### src/rtl/mcirq_params.svh
// Register map, field positions and codes of the measurement control block
`ifndef MCIRQ_PARAMS_SVH
`define MCIRQ_PARAMS_SVH

`define MCIRQ_ADDR_INT_EN     7'h02
`define MCIRQ_ADDR_INT_REQ    7'h03
`define MCIRQ_ADDR_PD_UNLOCK  7'h04
`define MCIRQ_ADDR_PD_CTRL    7'h05
`define MCIRQ_ADDR_CELL       7'h06
`define MCIRQ_ADDR_TEMP       7'h07
`define MCIRQ_ADDR_REGU       7'h08
`define MCIRQ_ADDR_RES_FIRST  7'h20
`define MCIRQ_ADDR_RES_LAST   7'h49

`define MCIRQ_INT_EN_RST      8'h80
`define MCIRQ_INT_REQ_RST     8'h00
`define MCIRQ_CTRL_RST        8'h00
`define MCIRQ_UNLOCK_CODE1    8'h55
`define MCIRQ_UNLOCK_CODE2    8'hAA
`define MCIRQ_FLAG_SW_MASK    8'h7F

`define MCIRQ_FLG_CELL        0
`define MCIRQ_FLG_TEMP        1
`define MCIRQ_FLG_REGU        2
`define MCIRQ_FLG_ID          3
`define MCIRQ_FLG_CRC         4
`define MCIRQ_FLG_DROP        5
`define MCIRQ_FLG_RETURN      6
`define MCIRQ_FLG_WDOV        7

`define MCIRQ_GO_BIT          7
`define MCIRQ_SCAN_BIT        4
`define MCIRQ_PD_BIT          0

`define MCIRQ_RES_TEMP_BASE   5'h10
`define MCIRQ_RES_REGU        5'h14
`define MCIRQ_RES_WORDS       21

`endif

### src/rtl/mcirq_pkg.sv
// Types shared by the measurement control block
package mcirq_pkg;

  typedef enum logic [2:0] {
    MCIRQ_ST_IDLE = 3'b001,
    MCIRQ_ST_REQ  = 3'b010,
    MCIRQ_ST_WAIT = 3'b100
  } mcirq_state_t;

  typedef enum logic [2:0] {
    MCIRQ_UL_NONE  = 3'b001,
    MCIRQ_UL_FIRST = 3'b010,
    MCIRQ_UL_ARMED = 3'b100
  } mcirq_unlock_t;

  typedef enum logic [1:0] {
    MCIRQ_KIND_CELL = 2'h0,
    MCIRQ_KIND_TEMP = 2'h1,
    MCIRQ_KIND_REGU = 2'h2
  } mcirq_kind_t;

endpackage

### src/rtl/mcirq_regs.sv
// Interrupt flags, power-down unlock and measurement control registers
// Operation
// - Flags set on events regardless of enables
// - Interrupt pin low while enabled flag set
// - Write zero clears flag except watchdog, one keeps
// - Pin released once enabled flags cleared
// - Eight flags in fixed bit order
// - Drop flag only on new drop after return
// - Return flag set leaving drop state
// - Power-down needs 55h then AAh unlock
// - Power-down bit one means power-down
// - Single mode measures cell k+1 only
// - Scan mode measures cells 1..k+1
// - Cell go bit starts, reads busy
// - Cell stop waits for current conversion
// - Cell settings frozen while measuring
// - Cell start ignored during other measurement
// - Cell results as byte pairs 20h-3Fh
// - Temperature single or scan channel select
// - Temperature go bit, results 40h-47h
// - Temperature stop waits for current channel
// - Temperature settings frozen while measuring
// - Temperature start ignored during other measurement
// - Regulator measurement converts half voltage
// - Regulator stop ignored, start needs idle
// - CRC error sets flag, drops write
// - Enable register, only watchdog enable set
`timescale 1ns/1ps
`include "mcirq_params.svh"

module mcirq_regs (
  // Clock and reset
  input  wire logic        clk_sys,
  input  wire logic        sys_rst,
  // Register access from the serial link
  input  wire logic        reg_wr_en,
  input  wire logic        reg_rd_en,
  input  wire logic [6:0]  reg_addr,
  input  wire logic [7:0]  reg_wdata,
  output logic      [7:0]  reg_rdata,
  input  wire logic        crc_err,
  // Event sources
  input  wire logic        id_done,
  input  wire logic        wdt_overflow,
  input  wire logic        regulator_drop_pin,
  input  wire logic        open_short_busy,
  // Converter handshake
  output logic             adc_req,
  output logic      [1:0]  adc_kind,
  output logic      [3:0]  adc_chan,
  output logic             adc_half,
  input  wire logic        adc_done,
  input  wire logic [15:0] adc_data,
  // Device pins and controls
  output logic             int_n_o,
  output logic             int_n_oe,
  output logic             power_down_bit
);

  mcirq_pkg::mcirq_state_t  state_ff,  nxt_state;
  mcirq_pkg::mcirq_unlock_t unlock_ff, nxt_unlock;
  mcirq_pkg::mcirq_kind_t   kind_ff,   nxt_kind;
  logic [7:0]  int_en_ff,   nxt_int_en;
  logic [7:0]  flags_ff,    nxt_flags;
  logic [4:0]  cell_cfg_ff, nxt_cell_cfg;
  logic [2:0]  temp_cfg_ff, nxt_temp_cfg;
  logic [3:0]  chan_ff,     nxt_chan;
  logic [3:0]  last_ff,     nxt_last;
  logic        stop_ff,     nxt_stop;
  logic        pd_ff,       nxt_pd;
  logic        int_oe_ff,   nxt_int_oe;
  logic [7:0]  rdata_ff,    nxt_rdata;
  logic        drop_meta_ff, drop_sync_ff, drop_prev_ff;
  logic [15:0] res_mem [`MCIRQ_RES_WORDS];
  logic [4:0]  mem_idx, rd_idx;
  logic [6:0]  rd_off;
  logic        mem_we, wr_ok, busy, seq_end;
  logic        cell_busy, temp_busy, regu_busy;
  logic [7:0]  set_v, keep_v;

  // Drop detector comes from the analog side, so it is synchronised first
  always_ff @(posedge clk_sys or posedge sys_rst) begin
    if (sys_rst) begin
      drop_meta_ff <= 1'b0;
      drop_sync_ff <= 1'b0;
      drop_prev_ff <= 1'b0;
    end else begin
      drop_meta_ff <= regulator_drop_pin;
      drop_sync_ff <= drop_meta_ff;
      drop_prev_ff <= drop_sync_ff;
    end
  end

  assign wr_ok     = reg_wr_en & ~crc_err;
  assign busy      = (state_ff != mcirq_pkg::MCIRQ_ST_IDLE);
  assign cell_busy = busy & (kind_ff == mcirq_pkg::MCIRQ_KIND_CELL);
  assign temp_busy = busy & (kind_ff == mcirq_pkg::MCIRQ_KIND_TEMP);
  assign regu_busy = busy & (kind_ff == mcirq_pkg::MCIRQ_KIND_REGU);
  assign seq_end   = (state_ff == mcirq_pkg::MCIRQ_ST_WAIT) & adc_done
                     & (stop_ff | (chan_ff == last_ff));

  // Measurement sequencer and configuration
  always_comb begin
    nxt_state    = state_ff;
    nxt_kind     = kind_ff;
    nxt_chan     = chan_ff;
    nxt_last     = last_ff;
    nxt_stop     = stop_ff;
    nxt_cell_cfg = cell_cfg_ff;
    nxt_temp_cfg = temp_cfg_ff;
    mem_we       = 1'b0;
    mem_idx      = 5'h00;
    if (wr_ok && reg_addr == `MCIRQ_ADDR_CELL) begin
      if (!cell_busy) begin
        nxt_cell_cfg = reg_wdata[4:0];
      end else if (!reg_wdata[`MCIRQ_GO_BIT]) begin
        nxt_stop = 1'b1;
      end
    end
    if (wr_ok && reg_addr == `MCIRQ_ADDR_TEMP) begin
      if (!temp_busy) begin
        nxt_temp_cfg = {reg_wdata[`MCIRQ_SCAN_BIT], reg_wdata[1:0]};
      end else if (!reg_wdata[`MCIRQ_GO_BIT]) begin
        nxt_stop = 1'b1;
      end
    end
    // A stop write to the regulator register has no effect
    case (state_ff)
      mcirq_pkg::MCIRQ_ST_IDLE: begin
        // Open/short runs outside this block but still excludes the others
        if (wr_ok && reg_wdata[`MCIRQ_GO_BIT] && !open_short_busy) begin
          if (reg_addr == `MCIRQ_ADDR_CELL) begin
            nxt_state = mcirq_pkg::MCIRQ_ST_REQ;
            nxt_kind  = mcirq_pkg::MCIRQ_KIND_CELL;
            nxt_stop  = 1'b0;
            nxt_last  = reg_wdata[3:0];
            nxt_chan  = reg_wdata[`MCIRQ_SCAN_BIT] ? 4'h0 : reg_wdata[3:0];
          end else if (reg_addr == `MCIRQ_ADDR_TEMP) begin
            nxt_state = mcirq_pkg::MCIRQ_ST_REQ;
            nxt_kind  = mcirq_pkg::MCIRQ_KIND_TEMP;
            nxt_stop  = 1'b0;
            nxt_last  = {2'b00, reg_wdata[1:0]};
            nxt_chan  = reg_wdata[`MCIRQ_SCAN_BIT] ? 4'h0 : {2'b00, reg_wdata[1:0]};
          end else if (reg_addr == `MCIRQ_ADDR_REGU) begin
            nxt_state = mcirq_pkg::MCIRQ_ST_REQ;
            nxt_kind  = mcirq_pkg::MCIRQ_KIND_REGU;
            nxt_stop  = 1'b0;
            nxt_last  = 4'h0;
            nxt_chan  = 4'h0;
          end
        end
      end
      mcirq_pkg::MCIRQ_ST_REQ: begin
        nxt_state = mcirq_pkg::MCIRQ_ST_WAIT;
      end
      mcirq_pkg::MCIRQ_ST_WAIT: begin
        if (adc_done) begin
          mem_we = 1'b1;
          case (kind_ff)
            mcirq_pkg::MCIRQ_KIND_CELL: mem_idx = {1'b0, chan_ff};
            mcirq_pkg::MCIRQ_KIND_TEMP: mem_idx = `MCIRQ_RES_TEMP_BASE + {3'b000, chan_ff[1:0]};
            default:                    mem_idx = `MCIRQ_RES_REGU;
          endcase
          if (seq_end) begin
            nxt_state = mcirq_pkg::MCIRQ_ST_IDLE;
            nxt_stop  = 1'b0;
          end else begin
            nxt_chan  = chan_ff + 4'h1;
            nxt_state = mcirq_pkg::MCIRQ_ST_REQ;
          end
        end
      end
      default: begin
        nxt_state = mcirq_pkg::MCIRQ_ST_IDLE;
      end
    endcase
  end

  always_ff @(posedge clk_sys or posedge sys_rst) begin
    if (sys_rst) begin
      state_ff    <= mcirq_pkg::MCIRQ_ST_IDLE;
      kind_ff     <= mcirq_pkg::MCIRQ_KIND_CELL;
      chan_ff     <= 4'h0;
      last_ff     <= 4'h0;
      stop_ff     <= 1'b0;
      cell_cfg_ff <= 5'h00;
      temp_cfg_ff <= 3'h0;
    end else begin
      state_ff    <= nxt_state;
      kind_ff     <= nxt_kind;
      chan_ff     <= nxt_chan;
      last_ff     <= nxt_last;
      stop_ff     <= nxt_stop;
      cell_cfg_ff <= nxt_cell_cfg;
      temp_cfg_ff <= nxt_temp_cfg;
    end
  end

  // Result words, cleared at reset so unread pairs show zero
  always_ff @(posedge clk_sys or posedge sys_rst) begin
    if (sys_rst) begin
      for (int i = 0; i < `MCIRQ_RES_WORDS; i++) begin
        res_mem[i] <= 16'h0000;
      end
    end else if (mem_we) begin
      res_mem[mem_idx] <= adc_data;
    end
  end

  assign adc_req  = (state_ff == mcirq_pkg::MCIRQ_ST_REQ);
  assign adc_kind = kind_ff;
  assign adc_chan = chan_ff;
  assign adc_half = (kind_ff == mcirq_pkg::MCIRQ_KIND_REGU);

  // Flag sources
  always_comb begin
    set_v                     = 8'h00;
    set_v[`MCIRQ_FLG_CELL]    = seq_end & (kind_ff == mcirq_pkg::MCIRQ_KIND_CELL);
    set_v[`MCIRQ_FLG_TEMP]    = seq_end & (kind_ff == mcirq_pkg::MCIRQ_KIND_TEMP);
    set_v[`MCIRQ_FLG_REGU]    = seq_end & (kind_ff == mcirq_pkg::MCIRQ_KIND_REGU);
    set_v[`MCIRQ_FLG_ID]      = id_done;
    set_v[`MCIRQ_FLG_CRC]     = crc_err;
    set_v[`MCIRQ_FLG_DROP]    = drop_sync_ff & ~drop_prev_ff;
    set_v[`MCIRQ_FLG_RETURN]  = ~drop_sync_ff & drop_prev_ff;
    set_v[`MCIRQ_FLG_WDOV]    = wdt_overflow;
    keep_v = 8'hFF;
    if (wr_ok && reg_addr == `MCIRQ_ADDR_INT_REQ) begin
      // Watchdog flag is read-only to software
      keep_v = reg_wdata | ~`MCIRQ_FLAG_SW_MASK;
    end
  end

  // Interrupt, enable, unlock and power-down registers
  always_comb begin
    nxt_flags  = (flags_ff & keep_v) | set_v;
    nxt_int_en = int_en_ff;
    nxt_unlock = unlock_ff;
    nxt_pd     = pd_ff;
    if (wr_ok && reg_addr == `MCIRQ_ADDR_INT_EN) begin
      nxt_int_en = reg_wdata;
    end
    if (wr_ok) begin
      nxt_unlock = mcirq_pkg::MCIRQ_UL_NONE;
      if (reg_addr == `MCIRQ_ADDR_PD_UNLOCK) begin
        if (reg_wdata == `MCIRQ_UNLOCK_CODE1) begin
          nxt_unlock = mcirq_pkg::MCIRQ_UL_FIRST;
        end else if (reg_wdata == `MCIRQ_UNLOCK_CODE2
                     && unlock_ff == mcirq_pkg::MCIRQ_UL_FIRST) begin
          nxt_unlock = mcirq_pkg::MCIRQ_UL_ARMED;
        end
      end else if (reg_addr == `MCIRQ_ADDR_PD_CTRL) begin
        if (!reg_wdata[`MCIRQ_PD_BIT]) begin
          nxt_pd = 1'b0;
        end else if (unlock_ff == mcirq_pkg::MCIRQ_UL_ARMED) begin
          nxt_pd = 1'b1;
        end
      end
    end
    // Pin follows the flags it will hold, so it is never a cycle stale
    nxt_int_oe = |(nxt_flags & nxt_int_en);
  end

  always_ff @(posedge clk_sys or posedge sys_rst) begin
    if (sys_rst) begin
      flags_ff  <= `MCIRQ_INT_REQ_RST;
      int_en_ff <= `MCIRQ_INT_EN_RST;
      unlock_ff <= mcirq_pkg::MCIRQ_UL_NONE;
      pd_ff     <= 1'b0;
      int_oe_ff <= 1'b0;
    end else begin
      flags_ff  <= nxt_flags;
      int_en_ff <= nxt_int_en;
      unlock_ff <= nxt_unlock;
      pd_ff     <= nxt_pd;
      int_oe_ff <= nxt_int_oe;
    end
  end

  assign int_n_o        = 1'b0;
  assign int_n_oe       = int_oe_ff;
  assign power_down_bit = pd_ff;
  // Read path, one cycle after the request
  assign rd_off = reg_addr - `MCIRQ_ADDR_RES_FIRST;
  assign rd_idx = rd_off[5:1];

  always_comb begin
    nxt_rdata = rdata_ff;
    if (reg_rd_en) begin
      case (reg_addr)
        `MCIRQ_ADDR_INT_EN:  nxt_rdata = int_en_ff;
        `MCIRQ_ADDR_INT_REQ: nxt_rdata = flags_ff;
        `MCIRQ_ADDR_PD_CTRL: nxt_rdata = {7'h00, pd_ff};
        `MCIRQ_ADDR_CELL:    nxt_rdata = {cell_busy, 2'b00, cell_cfg_ff};
        `MCIRQ_ADDR_TEMP:    nxt_rdata = {temp_busy, 2'b00, temp_cfg_ff[2], 2'b00,
                                          temp_cfg_ff[1:0]};
        `MCIRQ_ADDR_REGU:    nxt_rdata = {regu_busy, 7'h00};
        default: begin
          if (reg_addr >= `MCIRQ_ADDR_RES_FIRST && reg_addr <= `MCIRQ_ADDR_RES_LAST) begin
            nxt_rdata = reg_addr[0] ? res_mem[rd_idx][15:8] : res_mem[rd_idx][7:0];
          end else begin
            nxt_rdata = 8'h00;
          end
        end
      endcase
    end
  end

  always_ff @(posedge clk_sys or posedge sys_rst) begin
    if (sys_rst) begin
      rdata_ff <= 8'h00;
    end else begin
      rdata_ff <= nxt_rdata;
    end
  end
  assign reg_rdata = rdata_ff;
  // Checks
  property p_crc_flag;
    @(posedge clk_sys) disable iff (sys_rst)
      crc_err |=> flags_ff[`MCIRQ_FLG_CRC] && $stable(int_en_ff);
  endproperty
  a_crc_flag: assert property (p_crc_flag) else $error("crc flag or write drop");
  property p_set_masked;
    @(posedge clk_sys) disable iff (sys_rst)
      (id_done && !int_en_ff[`MCIRQ_FLG_ID]) |=> flags_ff[`MCIRQ_FLG_ID];
  endproperty
  a_set_masked: assert property (p_set_masked) else $error("flag not set when masked");
  property p_pin_level;
    @(posedge clk_sys) disable iff (sys_rst)
      int_n_oe == |(flags_ff & int_en_ff);
  endproperty
  a_pin_level: assert property (p_pin_level) else $error("interrupt pin mismatch");
  property p_write_zero;
    @(posedge clk_sys) disable iff (sys_rst)
      (wr_ok && reg_addr == `MCIRQ_ADDR_INT_REQ && !reg_wdata[`MCIRQ_FLG_ID] && !id_done)
      |=> !flags_ff[`MCIRQ_FLG_ID];
  endproperty
  a_write_zero: assert property (p_write_zero) else $error("flag not cleared");
  property p_write_one;
    @(posedge clk_sys) disable iff (sys_rst)
      (wr_ok && reg_addr == `MCIRQ_ADDR_INT_REQ && reg_wdata == 8'hFF)
      |=> ((flags_ff & $past(flags_ff)) == $past(flags_ff));
  endproperty
  a_write_one: assert property (p_write_one) else $error("flag lost on write one");
  property p_release;
    @(posedge clk_sys) disable iff (sys_rst)
      (int_n_oe && (nxt_flags & nxt_int_en) == 8'h00) |=> !int_n_oe;
  endproperty
  a_release: assert property (p_release) else $error("pin not released");
  property p_pd_locked;
    @(posedge clk_sys) disable iff (sys_rst)
      (wr_ok && reg_addr == `MCIRQ_ADDR_PD_CTRL && unlock_ff != mcirq_pkg::MCIRQ_UL_ARMED
       && !pd_ff) |=> !power_down_bit;
  endproperty
  a_pd_locked: assert property (p_pd_locked) else $error("power-down without unlock");
  property p_pd_unlock;
    @(posedge clk_sys) disable iff (sys_rst)
      (wr_ok && reg_addr == `MCIRQ_ADDR_PD_CTRL && reg_wdata[`MCIRQ_PD_BIT]
       && unlock_ff == mcirq_pkg::MCIRQ_UL_ARMED) |=> power_down_bit;
  endproperty
  a_pd_unlock: assert property (p_pd_unlock) else $error("unlocked power-down refused");
  property p_cell_blocked;
    @(posedge clk_sys) disable iff (sys_rst)
      (wr_ok && reg_addr == `MCIRQ_ADDR_CELL && reg_wdata[`MCIRQ_GO_BIT]
       && (temp_busy || regu_busy || open_short_busy)) |=> !cell_busy;
  endproperty
  a_cell_blocked: assert property (p_cell_blocked) else $error("cell start not blocked");
  property p_cell_frozen;
    @(posedge clk_sys) disable iff (sys_rst)
      (cell_busy && wr_ok && reg_addr == `MCIRQ_ADDR_CELL) |=> $stable(cell_cfg_ff);
  endproperty
  a_cell_frozen: assert property (p_cell_frozen) else $error("cell settings changed");
  property p_graceful_stop;
    @(posedge clk_sys) disable iff (sys_rst)
      (temp_busy && !adc_done && wr_ok && reg_addr == `MCIRQ_ADDR_TEMP
       && !reg_wdata[`MCIRQ_GO_BIT]) |=> temp_busy;
  endproperty
  a_graceful_stop: assert property (p_graceful_stop) else $error("stop cut conversion");
  property p_done_flag;
    @(posedge clk_sys) disable iff (sys_rst)
      $fell(cell_busy) && $past(kind_ff) == mcirq_pkg::MCIRQ_KIND_CELL
      |-> flags_ff[`MCIRQ_FLG_CELL];
  endproperty
  a_done_flag: assert property (p_done_flag) else $error("done flag missing");
  property p_regu_no_stop;
    @(posedge clk_sys) disable iff (sys_rst)
      (regu_busy && !adc_done) |=> regu_busy;
  endproperty
  a_regu_no_stop: assert property (p_regu_no_stop) else $error("regulator stopped early");
  c_cell_scan: cover property (@(posedge clk_sys) disable iff (sys_rst)
    cell_busy && chan_ff == 4'hF && seq_end);
  c_temp_stop: cover property (@(posedge clk_sys) disable iff (sys_rst)
    temp_busy && stop_ff && seq_end);
  c_pd_entry: cover property (@(posedge clk_sys) disable iff (sys_rst)
    $rose(power_down_bit));
  c_drop_return: cover property (@(posedge clk_sys) disable iff (sys_rst)
    flags_ff[`MCIRQ_FLG_DROP] && flags_ff[`MCIRQ_FLG_RETURN]);
endmodule

### config.mk
export PLATFORM = sky130hd
export DESIGN_NAME = mcirq_regs
export DESIGN_NICKNAME = d
export VERILOG_FILES = /design/src/rtl/mcirq_pkg.sv /design/src/rtl/mcirq_regs.sv
export VERILOG_INCLUDE_DIRS = /design/src /design/src/rtl
export SDC_FILE = /design/constraint.sdc
export NUM_CORES = 1
export LEC_CHECK = 0
export ABC_AREA = 1
export BUFFER_PORTS_ARGS = -buffer_cell sky130_fd_sc_hd__buf_2
export CAP_MARGIN = 20
export CELL_PAD_IN_SITES_DETAIL_PLACEMENT = 1
export CELL_PAD_IN_SITES_GLOBAL_PLACEMENT = 1
export CORE_UTILIZATION = 40
export CTS_CLUSTER_DIAMETER = 120
export CTS_CLUSTER_SIZE = 30
export DETAILED_ROUTE_END_ITERATION = 6
export PLACE_DENSITY = 0.79
export SLEW_MARGIN = 20
export SYNTH_ARGS = -nofsm -noshare
export SYNTH_HDL_FRONTEND = slang
export SYNTH_SLANG_ARGS = --single-unit
### constraint.sdc
create_clock -name clk_sys -period 12.4 [get_ports clk_sys]
set_input_delay 0.62 -clock clk_sys [delete_from_list [all_inputs] [get_ports clk_sys]]
set_output_delay 0.62 -clock clk_sys [all_outputs]
set_load 0.01 [all_outputs]
[Word level (Yosys, flattened, before mapping)]
Index checks and enable logic that the tools add are counted.
Operators by class
  add/sub/neg operators: 3
  $lt $le $gt $ge: 5
  eq/ne operators: 23
  mux-type cells: 55
  bitwise logic cells: 23
  reductions and logical operators: 20
Operator list (count)
  bitwise mux 336 bit: 1
  binary-select mux 16 bit (select 5 bit): 1
  demux 16 bit (select 5 bit): 1
  two-way mux 16 bit: 3
  case mux 8 bit (6 select lines): 1
  two-way mux 4 bit: 9
  equality test 7 x 3 -> 1 bit, second input constant: 4
  two-way mux 3 bit: 8
  two-way mux 8 bit: 3
  AND 8 bit: 2
  two-way mux 1 bit: 16
  equality test 7 x 2 -> 1 bit, second input constant: 2
  greater-or-equal comparator 6 bit, second input constant: 2
  inverter 5 -> 6 bit: 2
  AND 1 bit: 11
  two-way mux 2 bit: 5
  two-way mux 5 bit: 2
  case mux 5 bit (2 select lines): 1
  logical AND 1 bit: 9
  case mux 3 bit (3 select lines): 1
  equality test 8 x 7 -> 1 bit, second input constant: 1
  equality test 8 bit, second input constant: 1
  OR 8 bit: 1
  case mux 4 bit (2 select lines): 1
  other kinds (30): 41
Storage, ports and cells
  register bits after elaboration: 390
  input bits: 41

[Longest topological paths before layout]
Gate-level depths: netlist of the first run.
  depth after elaboration: 12
  mapped depth: 14
  gate-level depth less buffers: 12

[Worst setup path after synthesis of the first run]
Ideal clock, no wire load.
  path type: input-to-reg
  start point: in reg_addr[4]
  end point: reg int_oe_ff, in the netlist int_n_oe
  library setup time: 0.119 ns
  arrival: 1.829 ns
  data required time: 12.281 ns
  slack: 10.452 ns
  stages: 14
  buffers on the path: 2
  cells stage by stage: buf_4 nor2_8 nand2_4 inv_2 nand3_2 inv_2 nand2_2 buf_2 nand2_1 o21ai_0 nand2_1 nand2_1 nor2_1 nand2_1
RTL lines
  from (decl): RTL line mcirq_regs.sv:38  | input wire logic [6:0] reg_addr,
  equality test 7 x 2 -> 1 bit
  logical AND 1 bit (no line)
  two-way mux 8 bit: RTL line mcirq_regs.sv:239  | if (wr_ok && reg_addr == `MCIRQ_ADDR_INT_EN) begin
  via nxt_int_en[0]: RTL line mcirq_regs.sv:63  | logic [7:0] int_en_ff, nxt_int_en;
  AND 8 bit: RTL line mcirq_regs.sv:260  | nxt_int_oe = |(nxt_flags & nxt_int_en);
  OR reduction 8 bit: RTL line mcirq_regs.sv:260
  via nxt_int_oe: RTL line mcirq_regs.sv:71  | logic int_oe_ff, nxt_int_oe;
  to (signal assigned): RTL line mcirq_regs.sv:275  | int_oe_ff <= nxt_int_oe;
  to (decl): RTL line mcirq_regs.sv:71
The timed path passes the listed nets, and every way through them passes these cells.
A chain may end at the register's enable or synchronous reset.

[Final worst setup path of the first run]
  start point: in reg_addr[1]
  end point: reg rdata_ff[5], in the netlist reg_rdata[5]
On the way
  longest elaborated chain between the ends: 8
RTL lines
  subtractor 6 bit (no line)
  inverter 5 -> 6 bit (implied by the code): RTL line mcirq_regs.sv:299  | nxt_rdata = reg_addr[0] ? res_mem[rd_idx][15:8] : res_mem[rd_idx][7:0];
  binary-select mux 16 bit (select 5 bit): RTL line mcirq_regs.sv:299
  two-way mux 16 bit (implied by the code) (2 in series): RTL line mcirq_regs.sv:299
  two-way mux 8 bit: RTL line mcirq_regs.sv:299
  two-way mux 8 bit: RTL line mcirq_regs.sv:298  | if (reg_addr >= `MCIRQ_ADDR_RES_FIRST && reg_addr <= `MCIRQ_ADDR_RES_LAST) begin
  case mux 8 bit (6 select lines) (*): RTL line mcirq_regs.sv:289  | case (reg_addr)
  to (signal assigned): RTL line mcirq_regs.sv:312  | rdata_ff <= nxt_rdata;
  to (decl): RTL line mcirq_regs.sv:72  | logic [7:0] rdata_ff, nxt_rdata;
Mark *: on every way between the ends. The rest lies on a longest branch, timed or not. The select of a mux whose other input is x is not followed.

==> results of run 1 <==
## cell usage in the layout (no fill, tap or decap), types with 2 or more instances in the layout
| cell type | count |
|---|---|
| nor3_1 | 13 |
| inv_4 | 2 |
| nor2_1 | 47 |
| o21ai_0 | 372 |
| a221oi_1 | 2 |
| xor2_1 | 5 |
| buf_4 | 25 |
| nand2_1 | 878 |
| nand3_2 | 3 |
| dfstp_2 | 3 |
| o22ai_1 | 2 |
| inv_1 | 82 |
| a211oi_2 | 2 |
| o21ai_1 | 23 |
| dfrtp_1 | 387 |
| a21oi_1 | 24 |
| o211ai_1 | 3 |
| o21a_1 | 3 |
| nand2_2 | 6 |
| nor4_1 | 3 |
| inv_2 | 7 |
| or2_2 | 7 |
| nor2_2 | 5 |
| nand2_4 | 2 |
| nand3_1 | 191 |
| buf_2 | 57 |
| clkbuf_1 | 6 |
| nor2_4 | 6 |
| clkbuf_16 | 17 |
| nand4_1 | 15 |
## layer usage
layer | part of all wire | up-vias | track usage
met5 | 0 | - | 0
met4 | 0.030 | 0 | 0.0819
met3 | 0.045 | 105 | 0.0304
met2 | 0.48 | 374 | 0.434
met1 | 0.45 | 7915 | 0.344
li1 | - | 7193 | -
## cell usage after synthesis (2+ instances only)
| cell | n |
|---|---|
| nand2_1 | 881 |
| dfrtp_1 | 387 |
| o21ai_0 | 372 |
| nand3_1 | 191 |
| clkbuf_1 | 86 |
| inv_1 | 83 |
| buf_2 | 60 |
| nor2_1 | 47 |
| a21oi_1 | 24 |
| o21ai_1 | 23 |
| nand4_1 | 15 |
| nor3_1 | 13 |
| inv_2 | 8 |
| or2_2 | 7 |
| buf_1 | 6 |
| buf_4 | 6 |
| nor2_2 | 6 |
| nor2_4 | 5 |
| xor2_1 | 5 |
| dfstp_2 | 3 |
| nand2_2 | 3 |
| nand3_2 | 3 |
| nor4_1 | 3 |
| o211ai_1 | 3 |
| o21a_1 | 3 |
| o22ai_1 | 3 |
| a211oi_2 | 2 |
| a221oi_1 | 2 |
| nand2_4 | 2 |
## power groups by stage
stage	Combinational (uW)	Sequential (uW)	Clock, uW
final	253	1340	671
after global routing	282	1350	722
after CTS	254	1340	687
after detailed placement	253	1370	0
after global placement	244	1370	0
after floorplan	165	1360	0
## cell type report
cell class                      count  share of cell area
Multi-Input combinational cell   1625               0.379
Antenna cell                        1            0.000131
Inverter                           93              0.0190
Sequential cell                   390               0.512
Clock buffer                       23              0.0235
Tap cell                          592              0.0389
Timing Repair Buffer               85              0.0272
## final timing paths
check	to	slack, ps	depth (start not counted)
max	reg_rdata[5]	9130	12
min	res_mem[199]	190	2
max reg2reg	res_mem[24]	9850	9
min reg2reg	drop_sync_ff	370	0
max in group asynchronous	res_mem[108]	10130	4
min in group clk_sys	drop_meta_ff	190	1
## kinds of logic after synthesis
kind of cell | Yosys count
AO/OA/AOI/OAI | 437
XOR/XNOR | 6
adder cells (fa/ha/maj) | 1
buffers and inverters | 253
flip-flops | 390
other | 1
AND/OR/NAND/NOR | 1180
## registers in the layout, indices dropped and copies added, names as in the netlist
| register | count |
|---|---|
| adc_kind | 2 |
| flags_ff | 8 |
| res_mem | 336 |
| int_n_oe | 1 |
| cell_cfg_ff | 5 |
| stop_ff | 1 |
| int_en_ff | 8 |
| temp_cfg_ff | 3 |
| drop_sync_ff | 1 |
| drop_meta_ff | 1 |
| adc_chan | 4 |
| unlock_ff | 3 |
| reg_rdata | 8 |
| last_ff | 4 |
| state_ff | 3 |
| power_down_bit | 1 |
| drop_prev_ff | 1 |
## worst max-delay path, delay by kind of cell
kind,cells,cell delay (ps)
buf+inv,4,1910
simple gates,6,800
compound gates,2,340
## through the flow
stage / utilization / setup WS, ps / std cells / hold slack (ps)
6_report: 0.430 / 9130 / 2809 / 185
5_1_grt: 0.430 / 8940 / 2808 / 165
4_1_cts: 0.429 / 9170 / 2807 / 159
3_5_place_dp: 0.419 / 8610 / 2784 / 337
3_3_place_gp: 0.419 / 8560 / 2784 / 336
2_1_floorplan: - / 944 / 2268 / 331
==> results.md, run 1 <==
- Final hold violations: 0
- Pin count of the biggest net entering global routing: between 150 and 200
- XOR/XNOR Fraction of Synth Area: 0.00292
- Fill cells: approximately 5,500
- Max clock buf depth: 3
- Multi-input combinational cell area: ~7200 um2
- CP Capture Type: register
- Worst Path Required: around 13,000 ps
- DRC: 0
- Slew margin rel.: 0.267
- Yosys top cell area share: 0.537
- First-pass iteration count of the detailed router: 5
- Switching Fraction: 0.279
- Number of global-route vias before repair: ~16,000
- Synth Area in Simple Gates: 0.271
- CP max stage delay: 690 ps
- Post-synth EDFFs: 0
- Yosys warning count: 0
- Final Critical Period: ~3300 ps
- Post-CTS Resized: 0
- Max Slew Vio Count: 0
- Final Instance Area: between 15,000 and 20,000 um2
- Comb pwr share: 0.112
- Sequential area share after synthesis: 0.542
- R2R Path Start: state_ff[1]
- Routed wire length per instance: between 20 and 25 um
- Hpwl dp: 36,100 um
- #FFs+latches synth: 390
- CTS Hold Buffers Added: 0
- Area taken by flip-flops and latches: 9760 um2
- Final Cycle Share: 0.264
- CP startpoint: reg_addr[1]
- Layout Nets: between 2,000 and 2,500
- Post-synthesis mux area share: 0
- Synth cell types: 45
- H-tree depth: 1
- Fraction of layout cells with a size suffix above 1: 0.0686
- Die area: approximately 46,000 um2
- Reg clk slew, reported paths: roughly 120 ps
- Worst path cell trace: buf_4 > inv_4 > buf_4 > buf_4 > nand2_1 > nand3_1 > nand2_1 > o21ai_0 > nand3_1 > nand2_1 > nand3_1 > a21oi_1
- RSZ-0062 raised after global routing: false
- NetSw: about 630 uW
- Die width: about 210 um
- GP Congestion: roughly 0.85
- Synth Area in Compound Gates: 0.125
- Pwr Total: between 2000 and 2500 uW
- Initial Util: 0.407
- P_leak: roughly 0.0087 uW
- Initial antenna violation count: 1
- DIE HEIGHT: between 200 and 250 um
- Largest family of logic cells by synthesized area: simple AND/OR/NAND/NOR gates
- Syn_nets: approximately 2,300
- 1st-iter DRT viols: 1,335
- Remaining antenna violation count: 0
- Top cells by area, synth: dfrtp_1 (54%), nand2_1 (18%), o21ai_0 (10%)
- Slew @ Worst Pin: around 1100 ps
- Power Density: between 100 and 150 nW/um2
- Clk pwr share: 0.296
- Asr flop ratio synth: 1.00
- Syn Inst Count: between 2,000 and 2,500
- GRT Util Overall: 0.257
- Post-Synth Adder-Cell Area: 0.000694
- CP startpoint kind: primary input
- CTS tree: yes
- Hold crit path type: primary input to async pin
- Later-pin clock latency in the skew report: about 550 ps
- Area Growth Syn to Fin: 5.73%
- Arr. time, crit path: between 3000 and 4000 ps
- VDD IR max: 0.0834 mV
- First-pass GRT wire length: around 93,000 um
- Via count: around 16,000
- Skew final: approximately 17 ps
- Clk sinks: slightly below 400
- Fmax: between 0.3 and 0.4 GHz
- Post-CTS Setup Inserts: 0
- Class of the most critical setup path: primary input to register
- Row cnt: between 70 and 80
- Clock buffer count from CTS: 16
- Via density: about 5.5
- I/O pin cnt: 60
- Sequential share of power: 0.593
- Count of input and output buffers: 58
- Worst-path fanout max: about 60
- Outcome: completed
- Max Cap Violations: 0
- Final TNS setup: 0 ps
- CP max stage cell: buf_4
- Root Driver: clkbuf_16
- Area leader, netlist: dfrtp_1
- Syn Area/Cell: ~7.9 um2
- Top FF cell, synth: dfrtp_1
- Count of final setup violators: 0
- Post-Route WL: roughly 58,000 um
- Core area: 44,300 um2
- Remaining global-route overflow: 0
- Int Power: roughly 1600 uW
- Placement Cell Area: approximately 19,000 um2
- Post-Syn Area: about 18,000 um2
Power figures use the tool's default switching activity.
==> inputs of run 2 (changes only) <==
Settings changed: PLACE_DENSITY 0.79 to 0.81.
Clock period 12.4 ns to 3.01 ns, I/O delays scaled along.
==> results.md, run 2 (synthesized netlist as in run 1, its figures left out) <==
- Hold Path Depth: 3
- Root Driver: clkbuf_16
- Final Cycle Share: 0.801
- CP startpoint: adc_kind[0]
- Sequential share of power: 0.590
- Max FFs per register: ~340
- Fraction of layout cells with a size suffix above 1: 0.0771
- P_leak: slightly below 0.009 uW
- Reg clk slew, reported paths: 130 ps
- Placement Cell Area: roughly 19,000 um2
- Int Power: about 6800 uW
- Area Growth Syn to Fin: 8.20%
- Post-CTS Setup Inserts: 0
- Final hold violations: 0
- Via count: about 16,000
- Hold endpoint: state_ff[2]
- Final Instance Area: just under 20,000 um2
- Fmax: 0.415 GHz
- CP Capture Type: register
- Slew @ Worst Pin: 982 ps
- Die area: around 46,000 um2
- Later-pin clock latency in the skew report: about 560 ps
- Pin count of the biggest net entering global routing: 84
- Post-Route WL: around 60,000 um
- Max clock buf depth: 3
- RSZ-0062 raised after global routing: false
- Most frequent cells in the layout: nand2_1 (881), dfrtp_1 (387), o21ai_0 (372)
- Max Cap Violations: 0
- R2R Setup Slk: roughly 600 ps
- Die width: between 200 and 250 um
- Fin cells: roughly 2,800
- Max Slew Vio Count: 0
- Switching Fraction: 0.277
- Hold_sp: adc_done
- Count of final setup violators: 0
- CP startpoint kind: register
- Arr. time, crit path: 2820 ps
- Row cnt: 77
- Largest Register: res_mem
- Hpwl dp: just under 40,000 um
- Number of global-route vias before repair: about 17,000
- H-tree depth: 1
- Initial Util: 0.407
- Comb pwr share: 0.119
- Initial antenna violation count: 0
- CTS tree: yes
- Final Critical Period: 2410 ps
- Pre-CTS setup slack: 620 ps
- Worst Path Required: 3420 ps
- Class of the most critical setup path: register to register
- I/O pin cnt: 60
- R2R Path Start: adc_kind[0]
- Core area: 44,300 um2
- Worst-path fanout max: 22
- DIE HEIGHT: between 200 and 250 um
- Outcome: completed
- Clk sinks: around 400
- Fill cells: ~5,500
- Slew margin rel.: 0.344
- Layout Nets: between 2,000 and 2,500
- DRC: 0
- First-pass iteration count of the detailed router: 7
- Most common cell after layout, fill and taps aside: nand2_1
- 1st-iter DRT viols: approximately 1,100
- VDD IR max: roughly 0.40 mV
- Worst Slack Setup Final: between 500 and 600 ps
- Dpl cells: between 2,000 and 3,000
- Routed wire length per instance: around 21 um
- GP Congestion: 0.943
- Power Density: slightly below 500 nW/um2
- Clock buffer count from CTS: 16
- First-pass GRT wire length: approximately 95,000 um
- Worst r2r dst: res_mem[221]
- NetSw: approximately 2600 uW
- Reg2reg path depth: 7
- Count of input and output buffers: between 50 and 60
- Hold crit path type: primary input to register
- Remaining antenna violation count: 0
- Final Hold Slack: ~46 ps
- Remaining global-route overflow: 0
- N_diodes: 0
- Pwr Total: about 9400 uW
- Via density: around 5.6
- Clk pwr share: 0.291
- Skew final: about 33 ps
- GRT Util Overall: 0.260
## run 2: cell count changes in the layout (fill, tap and decap cells not counted), sizes merged
cell and delta:
buf +26, dlygate4sd3 +16, clkbuf -1, clkinvlp +1, diode -1, inv -1
## run 2: worst max-delay path: stages (launching register included)
cell	delay, ps
dfrtp_1	500
nor2_2	280
inv_2	110
nor4_2	430
nand2_1	390
buf_4	350
nand2_1	90
o21ai_0	100
## run 2: stage by stage
step | utilization | TNS (ps)
floorplan | - | -925420
global placement | 0.426 | 0
detailed placement | 0.426 | 0
CTS | 0.440 | 0
global route | 0.440 | 0
finish | 0.440 | 0
## run 2: per-layer routing
layer	up-vias	share of wire	GRT usage
met5	-	0	0
met2	370	0.49	0.441
met3	123	0.043	0.0268
met4	0	0.039	0.0998
met1	8071	0.43	0.343
li1	7277	-	-
## run 2: final cells by class
cell class | instances | area (um2) | share of cell area
sequential | 390 | 9760 | 0.501
multi-input combinational | 1625 | 7210 | 0.370
timing repair buffer | 127 | 988 | 0.0507
tap | 592 | 741 | 0.0380
clock buffer | 22 | 444 | 0.0228
inverter | 93 | 358 | 0.0183
## run 2: how the worst max path moves through the flow
stage,to,slack [ps],cells after the start
global placement,reg_rdata[2],660,11
detailed placement,res_mem[221],620,7
CTS,res_mem[221],590,7
global route,res_mem[216],460,7
floorplan,adc_chan[0],-2380,1
finish,res_mem[221],600,7
## run 2: repair_timing
action,in CTS,in global routing
resized for setup,0,0
hold buffers,16,0
endpoints found under the hold margin,49,0
setup endpoints to repair,0,0
## run 2: power groups by stage
| stage | clock [uW] | combinational, uW | sequential [uW] |
|---|---|---|---|
| 3_5_place_dp | 0 | 1090 | 5630 |
| 5_1_grt | 2930 | 1230 | 5550 |
| 2_1_floorplan | 0 | 679 | 5600 |
| 4_1_cts | 2790 | 1110 | 5530 |
| 3_3_place_gp | 0 | 1050 | 5610 |
| 6_report | 2730 | 1110 | 5530 |
==> inputs of run 3 (changes only) <==
Clock period 3.01 ns to 2.06 ns, I/O delays scaled along.
==> results.md, run 3 (synthesized netlist as in run 1, its figures left out) <==
- CP max stage delay: 560 ps
- RSZ-0062 raised after global routing: true
- Comb pwr share: 0.126
- CP startpoint: reg_addr[1]
- Placement Cell Area: 19,300 um2
- Fraction of layout cells with a size suffix above 1: 0.0945
- Skew final: roughly 18 ps
- Root Driver: clkbuf_16
- H-tree depth: 1
- Clk pwr share: 0.289
- Switching Fraction: 0.279
- Pin count of the biggest net entering global routing: 105
- Final Cycle Share: 0.983
- DIE HEIGHT: between 200 and 250 um
- Power Density: 683 nW/um2
- Die area: approximately 46,000 um2
- Max clock buf depth: 3
- Die width: between 200 and 250 um
- Final Instance Area: around 20,000 um2
- Initial antenna violation count: 3
- Routed wire length per instance: ~22 um
- Hpwl dp: 38,400 um
- Worst path cell trace: dlygate4sd3_1 > buf_4 > inv_4 > buf_4 > nand2_1 > nand3_1 > nand2_1 > o21ai_0 > nand3_1 > nand2_1 > nand3_1 > a21oi_1
- Int Power: around 10000 uW
- Sequential share of power: 0.585
- Arr. time, crit path: roughly 2500 ps
- Hold_sp: reg_addr[0]
- Core area: between 40,000 and 50,000 um2
- Via count: roughly 16,000
- Area Growth Syn to Fin: 12.3%
- Count of input and output buffers: 58
- Fmax: roughly 0.5 GHz
- Max FFs per register: around 340
- First-pass GRT wire length: ~97,000 um
- Slew @ Worst Pin: between 800 and 900 ps
- First-pass iteration count of the detailed router: 5
- GRT Util Overall: 0.266
- DRC: 0
- Max Slew Vio Count: 0
- Clock buffer count from CTS: 16
- Clk sinks: 390
- Worst-path fanout max: 24
- Initial Util: 0.407
- Fill cells: 5,401
- CP startpoint kind: primary input
- Reg clk slew, reported paths: between 100 and 150 ps
- Remaining antenna violation count: 0
- Via density: between 5 and 6
- CP max stage cell: dlygate4sd3_1
- Most common cell after layout, fill and taps aside: nand2_1
- Remaining global-route overflow: 0
- Final Critical Period: a little over 2000 ps
- Largest Register: res_mem
- Post-Route WL: 62,400 um
- CP Capture Type: register
- Most frequent cells in the layout: nand2_1 (877), dfrtp_1 (386), o21ai_0 (361)
- Outcome: completed
- Max Cap Violations: 0
- Number of global-route vias before repair: between 15,000 and 20,000
- Row cnt: just under 80
- Hold crit path type: primary input to register
- Worst Path Required: 2540 ps
- VDD IR max: 0.671 mV
- I/O pin cnt: 60
- Final TNS setup: 0 ps
- Layout Nets: roughly 2,300
- NetSw: 3860 uW
- Multi-input combinational cell area: approximately 7300 um2
- P_leak: ~0.0093 uW
- Class of the most critical setup path: primary input to register
- Slew margin rel.: 0.442
- GP Congestion: 0.900
- Count of final setup violators: 0
- R2R Path Start: state_ff[0]
- Later-pin clock latency in the skew report: approximately 550 ps
- 1st-iter DRT viols: roughly 1,400
- CTS tree: yes
- Final hold violations: 0
- Area taken by flip-flops and latches: a little under 10,000 um2
run 3: timing repair:
action / in CTS / in global routing
hold buffers: 19 / 0
gates resized for setup: 1 / 38
cloned: 0 / 6
buffers inserted: 0 / 1
setup endpoints to repair: 2 / 254
pin swaps: 0 / 4
endpoints found under the hold margin: 89 / 0
run 3: cell type report:
type | instances | area share
inverter | 93 | 0.0181
clock buffer | 22 | 0.0219
timing repair buffer | 166 | 0.0804
multi-input combinational | 1625 | 0.360
tap | 592 | 0.0366
antenna | 3 | 0.000371
sequential | 390 | 0.482
run 3: final timing paths:
path                           endpoint  slack, ps  cells after the start
min in group asynchronous   res_mem[34]        110                      3
setup / recovery           reg_rdata[3]         30                     12
setup reg to reg           res_mem[330]         50                     12
hold reg to reg            drop_sync_ff        370                      0
hold / removal              adc_kind[0]         50                      3
max in group asynchronous  res_mem[312]       1050                      4
run 3: power groups by stage:
stage | Clock (uW) | Combinational, uW | Sequential (uW)
2_1_floorplan | 0 | 992 | 8190
3_3_place_gp | 0 | 1580 | 8210
3_5_place_dp | 0 | 1650 | 8220
4_1_cts | 4090 | 1680 | 8070
5_1_grt | 4290 | 1930 | 8100
6_report | 3990 | 1750 | 8080
run 3: critical path: cells and delay by family:
family / cells / cell delay [ps]
compound gates: 2 / 400
buf+inv: 4 / 1260
simple gates: 6 / 740
run 3: layer usage:
metal / global-route usage / vias up / part of all wire
met3: 0.0210 / 134 / 0.043
met4: 0.108 / 0 / 0.041
met2: 0.454 / 420 / 0.49
met5: 0 / - / 0
met1: 0.352 / 8210 / 0.43
li1: - / 7368 / -
run 3: metrics by stage:
step | instances | utilization | worst slack (ps) | hold WS, ps | total power (uW)
CTS | 2881 | 0.451 | 23.3 | 19.2 | 13800
global route | 2891 | 0.457 | -70.3 | 50.4 | 14300
detailed placement | 2840 | 0.436 | -33.3 | 134 | 9860
floorplan | 2268 | - | -3290 | 134 | 9180
finish | 2891 | 0.457 | 35.0 | 47.6 | 13800
global placement | 2840 | 0.436 | 84.2 | 141 | 9780
